$ cat config.mk
export PLATFORM = sky130hd
export DESIGN_NAME = pfm_port_mux
export DESIGN_NICKNAME = d
export VERILOG_FILES = /design/src/common/pfm_pkg.sv /design/src/rtl/pfm_port_mux.sv
export SDC_FILE = /design/constraint.sdc
export NUM_CORES = 1
export LEC_CHECK = 0
export ABC_AREA = 1
export BUFFER_PORTS_ARGS = -buffer_cell sky130_fd_sc_hd__buf_2
export CORE_MARGIN = 2
export CORE_UTILIZATION = 43
export CTS_BUF_LIST = sky130_fd_sc_hd__clkbuf_2
export DETAILED_ROUTE_END_ITERATION = 8
export GPL_TIMING_DRIVEN = 0
export HOLD_SLACK_MARGIN = 0.03
export MAX_ROUTING_LAYER = met4
export PLACE_DENSITY_LB_ADDON = 0.15
export SLEW_MARGIN = 5
export SYNTH_ARGS = -nofsm -noshare
export SYNTH_HDL_FRONTEND = slang
export SYNTH_SLANG_ARGS = --single-unit
export TNS_END_PERCENT = 20
$ cat constraint.sdc
create_clock -name sys_clk -period 3 [get_ports sys_clk]
set_input_delay 0 -clock sys_clk [delete_from_list [all_inputs] [get_ports sys_clk]]
set_output_delay 0 -clock sys_clk [all_outputs]
set_load 0.005 [all_outputs]
$ cat src/common/pfm_pkg.sv
// port_pin_function_mux shared constants, register map and carrier types
// assumes one system clock; pins resolved outside from level/oe pairs
package pfm_pkg;

   localparam int PFM_NPORT = 8;             // index 0 is port 1 ... index 7 is port 8
   localparam int PFM_P1    = 0;
   localparam int PFM_P2    = 1;
   localparam int PFM_P3    = 2;
   localparam int PFM_P4    = 3;
   localparam int PFM_P5    = 4;
   localparam int PFM_P6    = 5;
   localparam int PFM_P7    = 6;
   localparam int PFM_P8    = 7;

   // operating modes as strapped on the mode pins
   localparam logic [1:0] PFM_MODE_EXP1   = 2'h1;
   localparam logic [1:0] PFM_MODE_EXP2   = 2'h2;
   localparam logic [1:0] PFM_MODE_SINGLE = 2'h3;
   localparam logic [1:0] PFM_SYNC_LAT    = 2'h2;

   // implemented pins per port, and pins that may ever drive
   localparam logic [7:0][7:0] PFM_PORT_MASK = {8'h7F, 8'hFF, 8'hFF, 8'h07, 8'hFF, 8'hFF, 8'hFF, 8'hFF};
   localparam logic [7:0][7:0] PFM_DIR_MASK  = {8'h7F, 8'h00, 8'hFF, 8'h07, 8'hFF, 8'hFF, 8'hFF, 8'hFF};

   localparam logic [7:0] PFM_ALL_IN   = 8'h00;
   localparam logic [7:0] PFM_ALL_OUT  = 8'hFF;
   localparam logic [7:0] PFM_P8_HOSTIN = 8'h57;   // strobes and register selects
   localparam logic [7:0] PFM_P8_WRQ    = 8'h08;   // write request / ready pin

   // register map: byte address = {region, index, 2'b00}
   localparam logic [2:0] PFM_REG_DIR   = 3'h0;    // 0x00..0x1C direction
   localparam logic [2:0] PFM_REG_LATCH = 3'h1;    // 0x20..0x3C data location
   localparam logic [2:0] PFM_REG_MISC  = 3'h2;
   localparam logic [2:0] PFM_IDX_PULSE1 = 3'h0;   // 0x40
   localparam logic [2:0] PFM_IDX_PULSE2 = 3'h1;   // 0x44
   localparam logic [2:0] PFM_IDX_CTRL   = 3'h2;   // 0x48
   localparam int PFM_CTRL_HOST_BIT = 0;
   localparam int PFM_CTRL_MODE_LSB = 1;

   typedef logic [7:0][7:0] pfm_port_arr_t;

   typedef struct packed {
      logic [7:0] out;
      logic [7:0] oe;
   } pfm_pin_t;

   typedef struct packed {
      logic        cyc;
      logic        stb;
      logic        we;
      logic [7:0]  adr;
      logic [3:0]  sel;
      logic [31:0] dat;
   } pfm_wb_req_t;

   // drive requests from the on-chip functions sharing the pins
   typedef struct packed {
      logic [15:0] addr;
      logic [15:0] pulse;
      logic [7:0]  xbus_out;
      logic        xbus_oe;
      logic [7:0]  host_out;
      logic        host_oe;
      logic [7:0]  alt_out;
      logic        alt_oe;
      logic [7:0]  p4_out;
      logic [7:0]  p4_oe;
      logic [2:0]  s0_out;
      logic [2:0]  s0_oe;
      logic [7:0]  frt_out;
      logic [7:0]  frt_oe;
      logic [7:0]  t8_out;
      logic [7:0]  t8_oe;
      logic [7:0]  s1_out;
      logic [7:0]  s1_oe;
      logic        write_request_out;
   } pfm_func_t;

   typedef struct packed {
      pfm_port_arr_t   dir;
      pfm_port_arr_t   latch;
      logic [1:0][7:0] pulse_en;
      logic            host_en;
      logic [1:0]      mode;
      logic            mode_ok;
      logic [1:0]      mode_wait;
      logic [1:0]      mode_s1;
      logic [1:0]      mode_s2;
      pfm_port_arr_t   pin_s1;
      pfm_port_arr_t   pin_s2;
      pfm_port_arr_t   pin_out;
      pfm_port_arr_t   pin_oe;
      logic            ack;
      logic [31:0]     rdat;
      logic [2:0]      rs;
   } pfm_state_t;

endpackage

$ cat src/rtl/pfm_port_mux.sv
// pin-function multiplexer for the eight-port microcontroller I/O
// assumes a classic Wishbone master on sys_clk and pins resolved outside
`timescale 1ns/1ps
module pfm_port_mux (
   input  wire logic                 sys_clk,
   input  wire logic                 srst,
   input  wire pfm_pkg::pfm_wb_req_t wb_i,
   output logic [31:0]               wb_dat_o,
   output logic                      wb_ack_o,
   input  wire logic [1:0]           mode_pin,
   input  wire pfm_pkg::pfm_func_t   func_i,
   input  wire pfm_pkg::pfm_port_arr_t pin_in,
   output pfm_pkg::pfm_port_arr_t    pin_out,
   output pfm_pkg::pfm_port_arr_t    pin_oe,
   output pfm_pkg::pfm_port_arr_t    pin_level,
   output logic [2:0]                host_reg_select
);
   import pfm_pkg::*;

   pfm_state_t q;
   pfm_state_t d;

   // mixes a function drive into a GPIO pin group
   function automatic pfm_pin_t merge(
      input logic [7:0] f,
      input logic [7:0] v,
      input logic [7:0] dir,
      input logic [7:0] lat
   );
      pfm_pin_t r;
      r.out = (f & v) | (~f & lat);
      r.oe  = f | dir;
      return r;
   endfunction

   // what software sees at a data location
   function automatic logic [7:0] port_read(
      input logic [7:0] dir,
      input logic [7:0] lat,
      input logic [7:0] pin
   );
      return (dir & lat) | (~dir & pin);
   endfunction

   logic       host_act;
   logic       m_exp1;
   logic       m_exp2;
   logic [2:0] region;
   logic [2:0] idx;
   pfm_pin_t   g;
   logic [7:0] f6;
   logic [7:0] v6;

   assign region = wb_i.adr[7:5];
   assign idx    = wb_i.adr[4:2];
   assign m_exp1 = (q.mode == PFM_MODE_EXP1);
   assign m_exp2 = (q.mode == PFM_MODE_EXP2);
   // host port only acts in single-chip mode; a strap of 0 counts as single-chip too
   assign host_act = !m_exp1 && !m_exp2 && q.host_en;

   // whole next state, one block; outputs are all taken from q
   always_comb begin
      d = q;
      g = '0;
      f6 = '0;
      v6 = '0;
      d.mode_s1 = mode_pin;
      d.mode_s2 = q.mode_s1;
      d.pin_s1  = pin_in;
      d.pin_s2  = q.pin_s1;

      // strap caught once the synchroniser has filled after release
      if (!q.mode_ok) begin
         if (q.mode_wait == PFM_SYNC_LAT) begin
            d.mode_ok = 1'b1;
            d.mode    = q.mode_s2;
            d.dir[PFM_P1] = (q.mode_s2 == PFM_MODE_EXP1) ? PFM_ALL_OUT : PFM_ALL_IN;
         end else begin
            d.mode_wait = q.mode_wait + 2'h1;
         end
      end

      // bus slave: one wait state, ack for one cycle, unmapped reads zero
      d.ack = 1'b0;
      if (wb_i.cyc && wb_i.stb && !q.ack) begin
         d.ack  = 1'b1;
         d.rdat = '0;
         case (region)
            PFM_REG_DIR: begin
               d.rdat[7:0] = q.dir[idx];
               if (wb_i.we && wb_i.sel[0]) begin
                  d.dir[idx] = wb_i.dat[7:0] & PFM_DIR_MASK[idx];
               end
            end
            PFM_REG_LATCH: begin
               d.rdat[7:0] = port_read(q.dir[idx], q.latch[idx], q.pin_s2[idx]) & PFM_PORT_MASK[idx];
               if (wb_i.we && wb_i.sel[0]) begin
                  d.latch[idx] = wb_i.dat[7:0] & PFM_PORT_MASK[idx];
               end
            end
            PFM_REG_MISC: begin
               case (idx)
                  PFM_IDX_PULSE1, PFM_IDX_PULSE2: begin
                     d.rdat[7:0] = q.pulse_en[idx[0]];
                     if (wb_i.we && wb_i.sel[0]) begin
                        d.pulse_en[idx[0]] = wb_i.dat[7:0];
                     end
                  end
                  PFM_IDX_CTRL: begin
                     d.rdat[PFM_CTRL_HOST_BIT] = q.host_en;
                     d.rdat[PFM_CTRL_MODE_LSB +: 2] = q.mode;
                     if (wb_i.we && wb_i.sel[0]) begin
                        d.host_en = wb_i.dat[PFM_CTRL_HOST_BIT];
                     end
                  end
                  default: begin
                     d.rdat = '0;
                  end
               endcase
            end
            default: begin
               d.rdat = '0;
            end
         endcase
      end

      // plain GPIO for every pin, then function overrides
      for (int k = 0; k < PFM_NPORT; k++) begin
         d.pin_out[k] = q.latch[k];
         d.pin_oe[k]  = q.dir[k];
      end

      // ports 1 and 2: address, pulse or GPIO
      for (int k = 0; k < 2; k++) begin
         if (m_exp1) begin
            d.pin_oe[k]  = PFM_ALL_OUT;
            d.pin_out[k] = func_i.addr[k*8 +: 8];
         end else begin
            d.pin_oe[k]  = q.dir[k];
            d.pin_out[k] = (q.pulse_en[k] & func_i.pulse[k*8 +: 8])
                         | (~q.pulse_en[k] & (m_exp2 ? func_i.addr[k*8 +: 8] : q.latch[k]));
         end
      end

      // port 3: external data bus, shared RAM bus or GPIO
      if (m_exp1 || m_exp2) begin
         d.pin_out[PFM_P3] = func_i.xbus_out;
         d.pin_oe[PFM_P3]  = {8{func_i.xbus_oe}};
      end else if (host_act) begin
         d.pin_out[PFM_P3] = func_i.host_out;
         d.pin_oe[PFM_P3]  = {8{func_i.host_oe}};
      end

      // port 4: alternate shared RAM bus wins over timers
      if (host_act) begin
         d.pin_out[PFM_P4] = func_i.alt_out;
         d.pin_oe[PFM_P4]  = {8{func_i.alt_oe}};
      end else begin
         g = merge(func_i.p4_oe, func_i.p4_out, q.dir[PFM_P4], q.latch[PFM_P4]);
         d.pin_out[PFM_P4] = g.out;
         d.pin_oe[PFM_P4]  = g.oe;
      end

      // port 5: serial 0 in every mode
      g = merge({5'h00, func_i.s0_oe}, {5'h00, func_i.s0_out}, q.dir[PFM_P5], q.latch[PFM_P5]);
      d.pin_out[PFM_P5] = g.out;
      d.pin_oe[PFM_P5]  = g.oe;

      // port 6: timer8 drives only join when the host port is on
      f6 = func_i.frt_oe | (host_act ? func_i.t8_oe : PFM_ALL_IN);
      v6 = host_act ? ((func_i.t8_oe & func_i.t8_out) | (~func_i.t8_oe & func_i.frt_out)) : func_i.frt_out;
      g = merge(f6, v6, q.dir[PFM_P6], q.latch[PFM_P6]);
      d.pin_out[PFM_P6] = g.out;
      d.pin_oe[PFM_P6]  = g.oe;

      // port 8: with the host port on, strobes and selects are inputs and the request pin drives; else serial 1 or GPIO
      if (host_act) begin
         d.pin_oe[PFM_P8]  = (q.dir[PFM_P8] & ~PFM_P8_HOSTIN) | PFM_P8_WRQ;
         d.pin_out[PFM_P8] = (q.latch[PFM_P8] & ~PFM_P8_WRQ) | ({8{func_i.write_request_out}} & PFM_P8_WRQ);
      end else begin
         g = merge(func_i.s1_oe, func_i.s1_out, q.dir[PFM_P8], q.latch[PFM_P8]);
         d.pin_out[PFM_P8] = g.out;
         d.pin_oe[PFM_P8]  = g.oe;
      end

      // unimplemented pins and port 7 never drive
      for (int k = 0; k < PFM_NPORT; k++) begin
         d.pin_oe[k]  = d.pin_oe[k] & PFM_DIR_MASK[k];
         d.pin_out[k] = d.pin_out[k] & PFM_PORT_MASK[k];
      end

      d.rs = host_act ? q.pin_s2[PFM_P8][2:0] : 3'h0;
   end

   // single state register; reset parks every pin as input
   always_ff @(posedge sys_clk) begin
      if (srst) begin
         q      <= '0;
         q.mode <= PFM_MODE_SINGLE;
      end else begin
         q <= d;
      end
   end

   assign wb_dat_o        = q.rdat;
   assign wb_ack_o        = q.ack;
   assign pin_out         = q.pin_out;
   assign pin_oe          = q.pin_oe;
   assign pin_level       = q.pin_s2;
   assign host_reg_select = q.rs;
endmodule

=== After elaboration in Yosys (flattened, before gate mapping) ===
Memories as Yosys holds them, arrays and structs flattened.
Index checks and enable logic that the tools add are counted.

* Memory bits (read-only): 128
* Bits in registers: 422
* Output and inout port bits: 228
* Memories: 2
* Word-level logic and storage cells: 198
* Bits of input ports: 245

{| class="wikitable"
|+ Memories
! memory !! words !! bits a word !! read ports !! clocked after Yosys merged registers in !! wr ports !! RTL line !! RTL
|-
| (no name shown) || 8 || 8 || 1 || 0 || 0 || pfm_port_mux.sv:98 || <nowiki>d.latch[idx] = wb_i.dat[7:0] & PFM_PORT_MASK[idx];</nowiki>
|-
| (no name shown) || 8 || 8 || 1 || 0 || 0 || pfm_port_mux.sv:92 || <nowiki>d.dir[idx] = wb_i.dat[7:0] & PFM_DIR_MASK[idx];</nowiki>
|}

* Bitwise logic cells: 44
* Order comparisons: 4
* Reduce and logical (&&, ||, !) cells: 22
* Multiplexer cells: 53
* Equal/unequal tests: 8
* Add/sub/neg operators: 1

{| class="wikitable"
|+ Operators by type and width
! operator !! count
|-
| 8-bit two-way mux || 28
|-
| 64-bit bitwise mux || 2
|-
| 64-bit two-way mux || 2
|-
| 8-bit bitwise AND || 15
|-
| 89-bit two-way mux || 1
|-
| 8-bit binary-select mux with 3-bit select || 3
|-
| 8-bit bitwise OR || 9
|-
| 8-bit NOT || 6
|-
| 33-bit two-way mux || 1
|-
| 16-bit two-way mux || 2
|-
| 8-bit demux with 3-bit select || 1
|-
| 8-bit one-hot mux with 3 select lines || 1
|-
| 17-bit two-way mux || 1
|-
| 16-bit bitwise mux || 1
|-
| 7-bit bitwise AND || 2
|-
| 7-bit bitwise OR || 2
|-
| 5-bit two-way mux || 2
|-
| 8-bit demux with 1-bit select || 1
|-
| 4-bit AND reduction || 2
|-
| 1-bit logical AND || 7
|-
| 7-bit two-way mux || 1
|-
| 7-bit NOT || 1
|-
| 7-bit by 4-bit bitwise OR with 7-bit output || 1
|-
| 3-bit bitwise AND || 2
|-
| 23 further kinds || 38
|}

=== Logic depth before layout (Yosys ltp) ===
Gate-level depths: netlist of the first run.

* Depth in word-level cells: 9
* Mapped depth: 15
* Depth with buffers taken out: 13

=== Worst setup path after synthesis of the first run ===
Ideal clock, no wire load.

* Path type: register to register
* From: reg q[299] (netlist bit)
* To: reg q, in the netlist pin_oe[21]
* Data required time: 2.885 ns
* Slack: 1.186 ns
* Setup time: 0.115 ns
* Arrival: 1.698 ns
* Cell stages (with the launch flop): 11
* Clock period less this slack: 1.814 ns
* Cells stage by stage: dfxtp_1 > inv_1 > ha_1 > buf_2 > inv_1 > or2_2 > clkbuf_1 > clkbuf_1 > nor2_1 > o21ai_0 > inv_1

* Word-level cells in the longest chain between the ends: 6
* Elaborated cells between the ends (all ways): 9

{| class="wikitable"
|+ Ends and longest elaborated chain
! what !! RTL line !! RTL
|-
| start, declared || pfm_port_mux.sv:20 || <nowiki>pfm_state_t q;</nowiki>
|-
| 2-bit by 1-bit == test with 1-bit output / 2-bit == test (equally long branches) || pfm_port_mux.sv:56, pfm_port_mux.sv:57 ||
|-
| 1-bit logical NOT || pfm_port_mux.sv:59 || <nowiki>assign host_act = !m_exp1 && !m_exp2 && q.host_en;</nowiki>
|-
| 1-bit logical AND (2 in a row) || pfm_port_mux.sv:59 ||
|-
| 8-bit two-way mux || pfm_port_mux.sv:149 || <nowiki>end else if (host_act) begin</nowiki>
|-
| 8-bit two-way mux (*) || pfm_port_mux.sv:146 || <nowiki>if (m_exp1 || m_exp2) begin</nowiki>
|}

Mark *: on every way between the ends. The rest lies on a longest branch, timed or not.
A chain may end at the register's enable or synchronous reset.

=== Worst setup path in the final report of the first run ===
* From: reg q[299] (netlist bit)
* To: reg q, in the netlist pin_oe[58]

* Word-level cells in the longest chain between the ends: 5
* Elaborated cells between the ends (all ways): 7

{| class="wikitable"
|+ Ends and longest elaborated chain
! what !! RTL line
|-
| 2-bit by 1-bit == test with 1-bit output / 2-bit == test (equally long branches) || pfm_port_mux.sv:56, pfm_port_mux.sv:57
|-
| 1-bit logical NOT || pfm_port_mux.sv:59
|-
| 1-bit logical AND (*) (2 in a row) || pfm_port_mux.sv:59
|-
| 2-bit OR reduction (no source line) (*) || n/a
|}

Marked as above.

==> run_results.csv, run 1 <==
group,metric,value,unit
outcome,run_status,"complete, no violations",
pwr,leakage_component_of_the_power,13.3,nW
clock_tree,cts.reportedPaths.clkPinSlew,100,ps
synthesis,ys_top_cells_by_area,"dfxtp_1 (46%), buf_4 (9.9%), inv_1 (9.4%)",
sta,finalSetupViolCount,0,
critical_path,critPathMostFrequentCell,"nand2_1",
cells_and_area,areaGrowthSynthToFinish,48.4,%
critical_path,crit_required,3970,ps
route,first_pass_iters,5,
clock_tree,cts_max_level,3,
cells_and_area,fraction_of_layout_instances_using_a_drive_strength_above_1,23.7,%
global_route,number_of_global_route_vias_before_repair,19846,
sta,fin_setup_tns,0,ps
route,wirelength,74100,µm
critical_path,origin_of_the_worst_setup_path,"q[299]$_SDFFE_PP1P_",
clock_tree,worstSkewPairLatency,1100,ps
job,maxCapViolations,0,
global_route,grt_max_degree,15,
sta,max_slew.worst_pin.slew,1050,ps
synthesis,synth_area_per_cell,7.19,µm²
synthesis,synth_seq_area_share,45.7,%
clock_tree,clockRootBuffer,"clkbuf_2",
sta,layout_worst_path_cycle_share,97.9,%
route,dr.first_iter.drc_count,1437,
place,dp.final_hpwl,47700,µm
sta,setup_repair_after_global_routing_missed_its_margin,"no",
floorplanning,num_io_pins,473,
sta,timing_hold_violations_final,0,
critical_path,arrival,3910,ps
place,buffer_ports.inserted,396,
global_route,grt_usage,35.3,%
critical_path,worst-path-max-fanout,10,
global_route,grt_remaining_overflow,0,
synthesis,synth_top_area_share,45.7,%
route,dr_total_vias,19671,
global_route,grt_pass1_wl,109000,µm
critical_path,reg2reg_slack,60,ps
critical_path,rr_startpoint,"q[299]$_SDFFE_PP1P_",
place,detailed_place.area,0.0204,mm²
critical_path,crit_path_end_kind,"flop",
sta,final.min_clock_period,2940,ps
route,via_per_inst,4.82,
sta,finClkSkew,85.5,ps
critical_path,critPathLaunchType,"flop",
pwr,peakVddDrop,0.000259,V
synthesis,post_synth_instance_area,0.0176,mm²
worst_hold_path,hold_path.startpoint,"wb_i[38]",
cells_and_area,num-fill-cells,3470,
synthesis,yosysUniqueCellTypes,33,
critical_path,critical_path_class,"reg -> reg",
sta,timing_max_transition_violations_final,0,
critical_path,crit_family,"buffers and inverters",
critical_path,cp_slowest_cell,"dlygate4sd3_1",
critical_path,cp.buffers_inverters,4,
floorplanning,die-height,206,µm
route,ant_nets,0,
route,drc,0,
clock_tree,clkSinkCount,402,
synthesis,synth.ff_latch_count,402,
clock_tree,tritoncts,"done",
clock_tree,numCtsBuffers,104,
clock_tree,cts_max_path_buffers,3,
worst_hold_path,min_path_type,"in -> reg",
global_route,initial_antenna_violation_count,4,
pwr,power.density,464,mW/mm²
sta,timing.slew.headroom,29.9,%
cells_and_area,fin_nets,3727,
synthesis,synth_top_area_cell,"dfxtp_1",
sta,max_freq,340,MHz
floorplanning,die_w,206,µm
floorplanning,fp-row-count,74,
floorplanning,die_area,0.0426,mm²
floorplanning,initial_utilization,43.3,%
place,gp_congestion,0.942,
synthesis,yosys_warnings,0,
critical_path,crit_path_cell_trace,"inv_1 -> ha_1 -> buf_2 -> nand2_1 -> nand2_1 -> clkbuf_1 -> a21oi_1 -> dlygate4sd3_1",
floorplanning,fp.coreArea,0.0406,mm²
route,route.detailed.wl_per_inst,18.2,µm
synthesis,postSynthCellCount,2448,
critical_path,slowest_delay,590,ps
cells_and_area,postLayoutCellArea,0.0261,mm²
[cell type report]
type | instances | area, µm² | share of cell area (%)
sequential | 402 | 8050 | 30.8
tap | 532 | 666 | 2.55
inverter | 450 | 1690 | 6.48
clock buffer | 149 | 746 | 2.85
timing repair buffer | 879 | 6810 | 26.0
buffer | 337 | 2200 | 8.41
clock inverter | 25 | 129 | 0.493
multi-input combinational | 1302 | 5840 | 22.3
antenna | 4 | 10.0 | 0.0383
[flip-flops by register name, indices dropped and copies added (netlist names)]
name and flops:
pin_oe 50, pin_level 64, pin_out 58, q 144, d 74, wb_ack_o 1
wb_dat_o 8, host_reg_select 3
[final timing paths]
| path | endpoint | cells after the start |
|---|---|---|
| worst max-delay path | pin_oe[58]$_SDFF_PP0_ | 8 |
| worst min-delay path | q[312]$_SDFFE_PP0P_ | 7 |
| worst min register to register | pin_level[23]$_SDFF_PP0_ | 2 |
| worst max register to register | pin_oe[58]$_SDFF_PP0_ | 8 |
[routing by layer]
layer  share of wire (%)  vias to the layer above  GRT usage (%)
li1                    -                     9372              -
met1                  39                     9106           39.3
met2                  50                      951           61.4
met3                 6.5                      242           6.35
met4                 4.2                        0           16.4
met5                   0                        -              -
[stage by stage]
stage	util [%]	hold slack [ps]	setup WS, ps	cells	power, mW
after floorplan	-	107	1190	2491	7.09
after global routing	64.3	56.3	9.82	4080	12.7
after detailed placement	50.2	205	256	3419	7.90
after CTS	64.2	36.5	31.7	4073	12.0
final	64.3	114	62.2	4080	12.1
after global placement	50.2	198	279	3419	7.87
[worst register-to-register path, delay by kind of cell (launching register included)]
kind / cells / cell delay, ps
AOI/OAI and AO/OA: 1 / 110
adders and majority gates: 1 / 270
buffers and inverters: 4 / 1430
DFF: 1 / 410
and+or+nand+nor: 2 / 670
[synthesized netlist by cell type]
cell type and number:
a31oi_1 8, ha_1 6, inv_1 440, o21ai_1 1, a22o_1 1, clkbuf_1 67
o221ai_1 7, o21ai_2 1, clkinv_1 2, nand4_1 1, nor2_2 2, inv_2 8
or2_2 1, a21oi_1 241, buf_4 231, nor2_1 254, o21ai_0 214, nand3_1 118
buf_2 32, nor3_1 10, dfxtp_1 402, nor2_8 1, a211oi_1 1, nor2_4 2
a311oi_1 4, conb_1 1, o21a_1 1, nand2_1 375, buf_6 3, and2_1 1
o211ai_1 7, buf_1 4, nand2_2 1
[power by group]
| part | internal (mW) | switching [mW] | total, mW | leakage (nW) |
|---|---|---|---|---|
| clock network | 1.40 | 2.27 | 3.67 | 0.676 |
| registers | 5.63 | 0.120 | 5.75 | 3.28 |
| logic | 1.34 | 1.37 | 2.71 | 9.37 |
| total | 8.37 | 3.76 | 12.1 | 13.3 |
[logic make-up (layout without fill, tap and decap cells)]
family / after synthesis / in the layout / synth area share, %
buf+inv: 787 / 1840 / 22.1
other cells: 1 / 48 / 0.0213
compound gates: 486 / 486 / 14.3
flops: 402 / 402 / 45.7
fa+ha+maj: 6 / 6 / 0.426
simple gates: 766 / 766 / 17.5
[repair_timing]
item                                    in CTS  in global routing
hold endpoints to repair                   330                  0
endpoints found under the setup margin       0                 19
buffers inserted                             0                  4
resized for setup                            0                  6
hold buffers                               480                  0
[layout by cell type, fill, tap and decap left out, types with 2 or more instances in the layout]
cell type      instances
clkinvlp_4             3
clkinv_1              20
o221ai_1               7
nor3_1                10
a311oi_1               4
nor2_4                 2
clkbuf_1              65
o21ai_0              214
nand2_1              375
buf_6                  3
conb_1                44
dfxtp_1              402
ha_1                   6
buf_2                428
inv_1                440
clkbuf_2             151
inv_2                 10
a21oi_1              241
buf_1                  4
a31oi_1                8
dlygate4sd3_1        479
buf_4                235
o211ai_1               7
diode_2                4
nor2_2                 2
nor2_1               254
nand3_1              117
Note: power is estimated with default switching activity, not from simulation.
==> inputs of run 2 (changes only) <==
--- a/config.mk
+++ b/config.mk
@@ -6,11 +6,11 @@
 export NUM_CORES = 1
 export LEC_CHECK = 0
 export ABC_AREA = 1
-export BUFFER_PORTS_ARGS = -buffer_cell sky130_fd_sc_hd__buf_2
 export CORE_MARGIN = 2
 export CORE_UTILIZATION = 43
 export CTS_BUF_LIST = sky130_fd_sc_hd__clkbuf_2
 export DETAILED_ROUTE_END_ITERATION = 8
+export DONT_BUFFER_PORTS = 1
 export GPL_TIMING_DRIVEN = 0
 export HOLD_SLACK_MARGIN = 0.03
 export MAX_ROUTING_LAYER = met4
==> run 2 against run 1 <==
  * Final area is 6.5% lower
  * Largest power group unchanged
  * Clock-buffer cell count is 5 lower
  * Combinational power is 6% lower
  * Sequential power hardly changed
  * Critical path depth up 5
  * Via count is 7.6% lower
  * Highest routed layer unchanged
  * Clock skew is 13 ps lower
==> run_results.csv, run 2 (synthesis results as in run 1) <==
group,metric,value,unit
outcome,run_status,"complete, no violations",
clock_tree,cts_max_level,3,
route,first_pass_iters,6,
route,dr.first_iter.drc_count,1487,
sta,finClkSkew,72.3,ps
cells_and_area,num-fill-cells,3613,
critical_path,slowest_delay,610,ps
global_route,grt_usage,33.4,%
route,via_per_inst,4.90,
cells_and_area,areaGrowthSynthToFinish,38.8,%
job,maxCapViolations,0,
route,wirelength,70500,µm
sta,timing.hold.ws,78.4,ps
clock_tree,cts_max_path_buffers,3,
clock_tree,cts.reportedPaths.clkPinSlew,110,ps
sta,finalSetupViolCount,0,
worst_hold_path,hold_path.startpoint,"wb_i[32]",
critical_path,critPathLaunchType,"input port",
cells_and_area,fin_nets,3353,
cells_and_area,fraction_of_layout_instances_using_a_drive_strength_above_1,13.9,%
critical_path,crit_cells,13,
floorplanning,initial_utilization,43.3,%
route,route.detailed.wl_per_inst,19.0,µm
critical_path,reg2reg_slack,210,ps
global_route,initial_antenna_violation_count,5,
route,dr_total_vias,18178,
cells_and_area,final_core_utilization,60.1,%
cells_and_area,final_common_cell,"dlygate4sd3_1",
sta,fin_setup_tns,0,ps
cells_and_area,instances_no_fill,3711,
critical_path,cp.buffers_inverters,8,
clock_tree,clockRootBuffer,"clkbuf_2",
cells_and_area,final-seq-area,0.00805,mm²
critical_path,cp_slowest_cell,"dlygate4sd3_1",
pwr,peakVddDrop,0.000330,V
sta,layout_worst_path_cycle_share,98.4,%
global_route,grt_pass1_wl,103000,µm
sta,max_slew.worst_pin.slew,1100,ps
sta,timing.slew.headroom,26.3,%
cells_and_area,footprint_of_the_multi_input_gates,0.00585,mm²
cells_and_area,largest_register_ffs,144,
critical_path,timing.rr.end,"pin_out[19]$_SDFF_PP0_",
global_route,number_of_global_route_vias_before_repair,18140,
worst_hold_path,hold_path_depth,6,
critical_path,worst-path-max-fanout,10,
global_route,grt_remaining_overflow,0,
floorplanning,fp.coreArea,0.0406,mm²
critical_path,arrival,3900,ps
clock_tree,clkSinkCount,402,
clock_tree,tritoncts,"done",
sta,timing_max_transition_violations_final,0,
place,placed_cells,3023,
critical_path,crit_required,3950,ps
clock_tree,numCtsBuffers,103,
sta,timing_hold_violations_final,0,
route,ant_nets,0,
place,dp.final_hpwl,46900,µm
pwr,power.density,492,mW/mm²
cells_and_area,largest_register,"q",
worst_hold_path,min_delay_worst_endpoint,"q[303]$_SDFFE_PP0P_",
cells_and_area,most_used_cells_in_the_layout_excluding_fill_and_tap_cells,"dlygate4sd3_1 (504), inv_1 (440), dfxtp_1 (402), nand2_1 (373), nor2_1 (254)",
global_route,grt_max_degree,16,
floorplanning,die_area,0.0426,mm²
critical_path,r2r.worst_path.cells,10,
sta,final.min_clock_period,2950,ps
floorplanning,fp-row-count,74,
floorplanning,die-height,206,µm
clock_tree,worstSkewPairLatency,1100,ps
critical_path,critical_path_class,"in -> reg",
pwr,leakage_component_of_the_power,11.6,nW
sta,setup_repair_after_global_routing_missed_its_margin,"no",
critical_path,rr_startpoint,"q[299]$_SDFFE_PP1P_",
floorplanning,die_w,206,µm
critical_path,crit_path_cell_trace,"dlygate4sd3_1 -> dlygate4sd3_1 -> inv_1 -> nor3_1 -> dlygate4sd3_1 -> nand2_2 -> inv_1 -> nand3_2 -> clkbuf_4 -> o21ai_0 -> dlygate4sd3_1 -> a21oi_1 -> dlygate4sd3_1",
floorplanning,num_io_pins,473,
clock_tree,postCtsSetupRepairBufs,0,
worst_hold_path,min_path_type,"in -> reg",
place,gp_congestion,0.950,
place,buffer_ports.inserted,0,
sta,max_freq,339,MHz
route,drc,0,
critical_path,crit_family,"buffers and inverters",
critical_path,crit_path_end_kind,"flop",
critical_path,critPathMostFrequentCell,"dlygate4sd3_1",
## run 2: changes by cell type in the layout (fill, tap and decap cells not counted), moves of 2 or more
cell            delta
clkbuf_2           -6
clkbuf_4           +2
dlymetal6s4s_1     +2
nand2_2            +2
dlygate4sd3_1     +25
nand2_1            -2
buf_2            -398
clkinv_1           +3
buf_4              -4
clkinv_2           +2
diode_2            +2
## run 2: how the worst max path moves through the flow
stage / startpoint / end / slack (ps)
final: wb_i[42] / q[309]$_SDFFE_PP0P_ / 50
after global routing: wb_i[42] / q[308]$_SDFFE_PP0P_ / 20
after CTS: q[299]$_SDFFE_PP1P_ / pin_out[44]$_SDFF_PP0_ / 50
after detailed placement: q[299]$_SDFFE_PP1P_ / pin_out[45]$_SDFF_PP0_ / 230
after global placement: q[299]$_SDFFE_PP1P_ / pin_out[45]$_SDFF_PP0_ / 290
after floorplan: q[299]$_SDFFE_PP1P_ / pin_oe[21]$_SDFF_PP0_ / 1190
## run 2: routing by layer
metal | routed length [µm] | vias to the layer above | global-route usage [%] | part of all wire [%]
met5 | 0 | - | - | 0
met4 | 3360 | 0 | 16.8 | 4.8
met3 | 5470 | 229 | 6.86 | 7.8
met2 | 34100 | 910 | 56.2 | 48
met1 | 27500 | 8418 | 37.6 | 39
li1 | - | 8621 | - | -
## run 2: repair_timing
action / in CTS / in global routing
endpoints found under the setup margin: 0 / 30
hold endpoints to repair: 317 / 14
resized for setup: 0 / 11
hold buffers: 504 / 2
## run 2: worst register-to-register path: cells and delay by family (launching register included)
family	cells	cell delay (ps)
fa+ha+maj	1	270
buf+inv	7	1540
compound gates	1	240
flops	1	380
simple gates	1	280
## run 2: layout make-up
cell class	count	share of cell area (%)
Antenna cell	6	0.0615
Clock buffer	144	2.95
Tap cell	532	2.72
Multi-Input combinational cell	1302	23.9
Sequential cell	402	32.9
Timing Repair Buffer	506	20.8
Clock inverter	32	0.686
Inverter	450	6.93
Buffer	337	9.01
## run 2: power by group
group / internal, mW / total [mW] / switching [mW]
combinational: 1.24 / 2.55 / 1.31
clock: 1.39 / 3.72 / 2.34
sequential: 5.63 / 5.75 / 0.117
total: 8.26 / 12.0 / 3.76
## run 2: through the flow
step | power, mW | setup slack, ps | area, µm²
after global placement | 7.56 | 286 | 18400
final | 12.0 | 47.6 | 24400
after global routing | 12.6 | 17.0 | 24400
after floorplan | 7.09 | 1190 | 17800
after detailed placement | 7.58 | 227 | 18400
after CTS | 11.9 | 54.8 | 24400
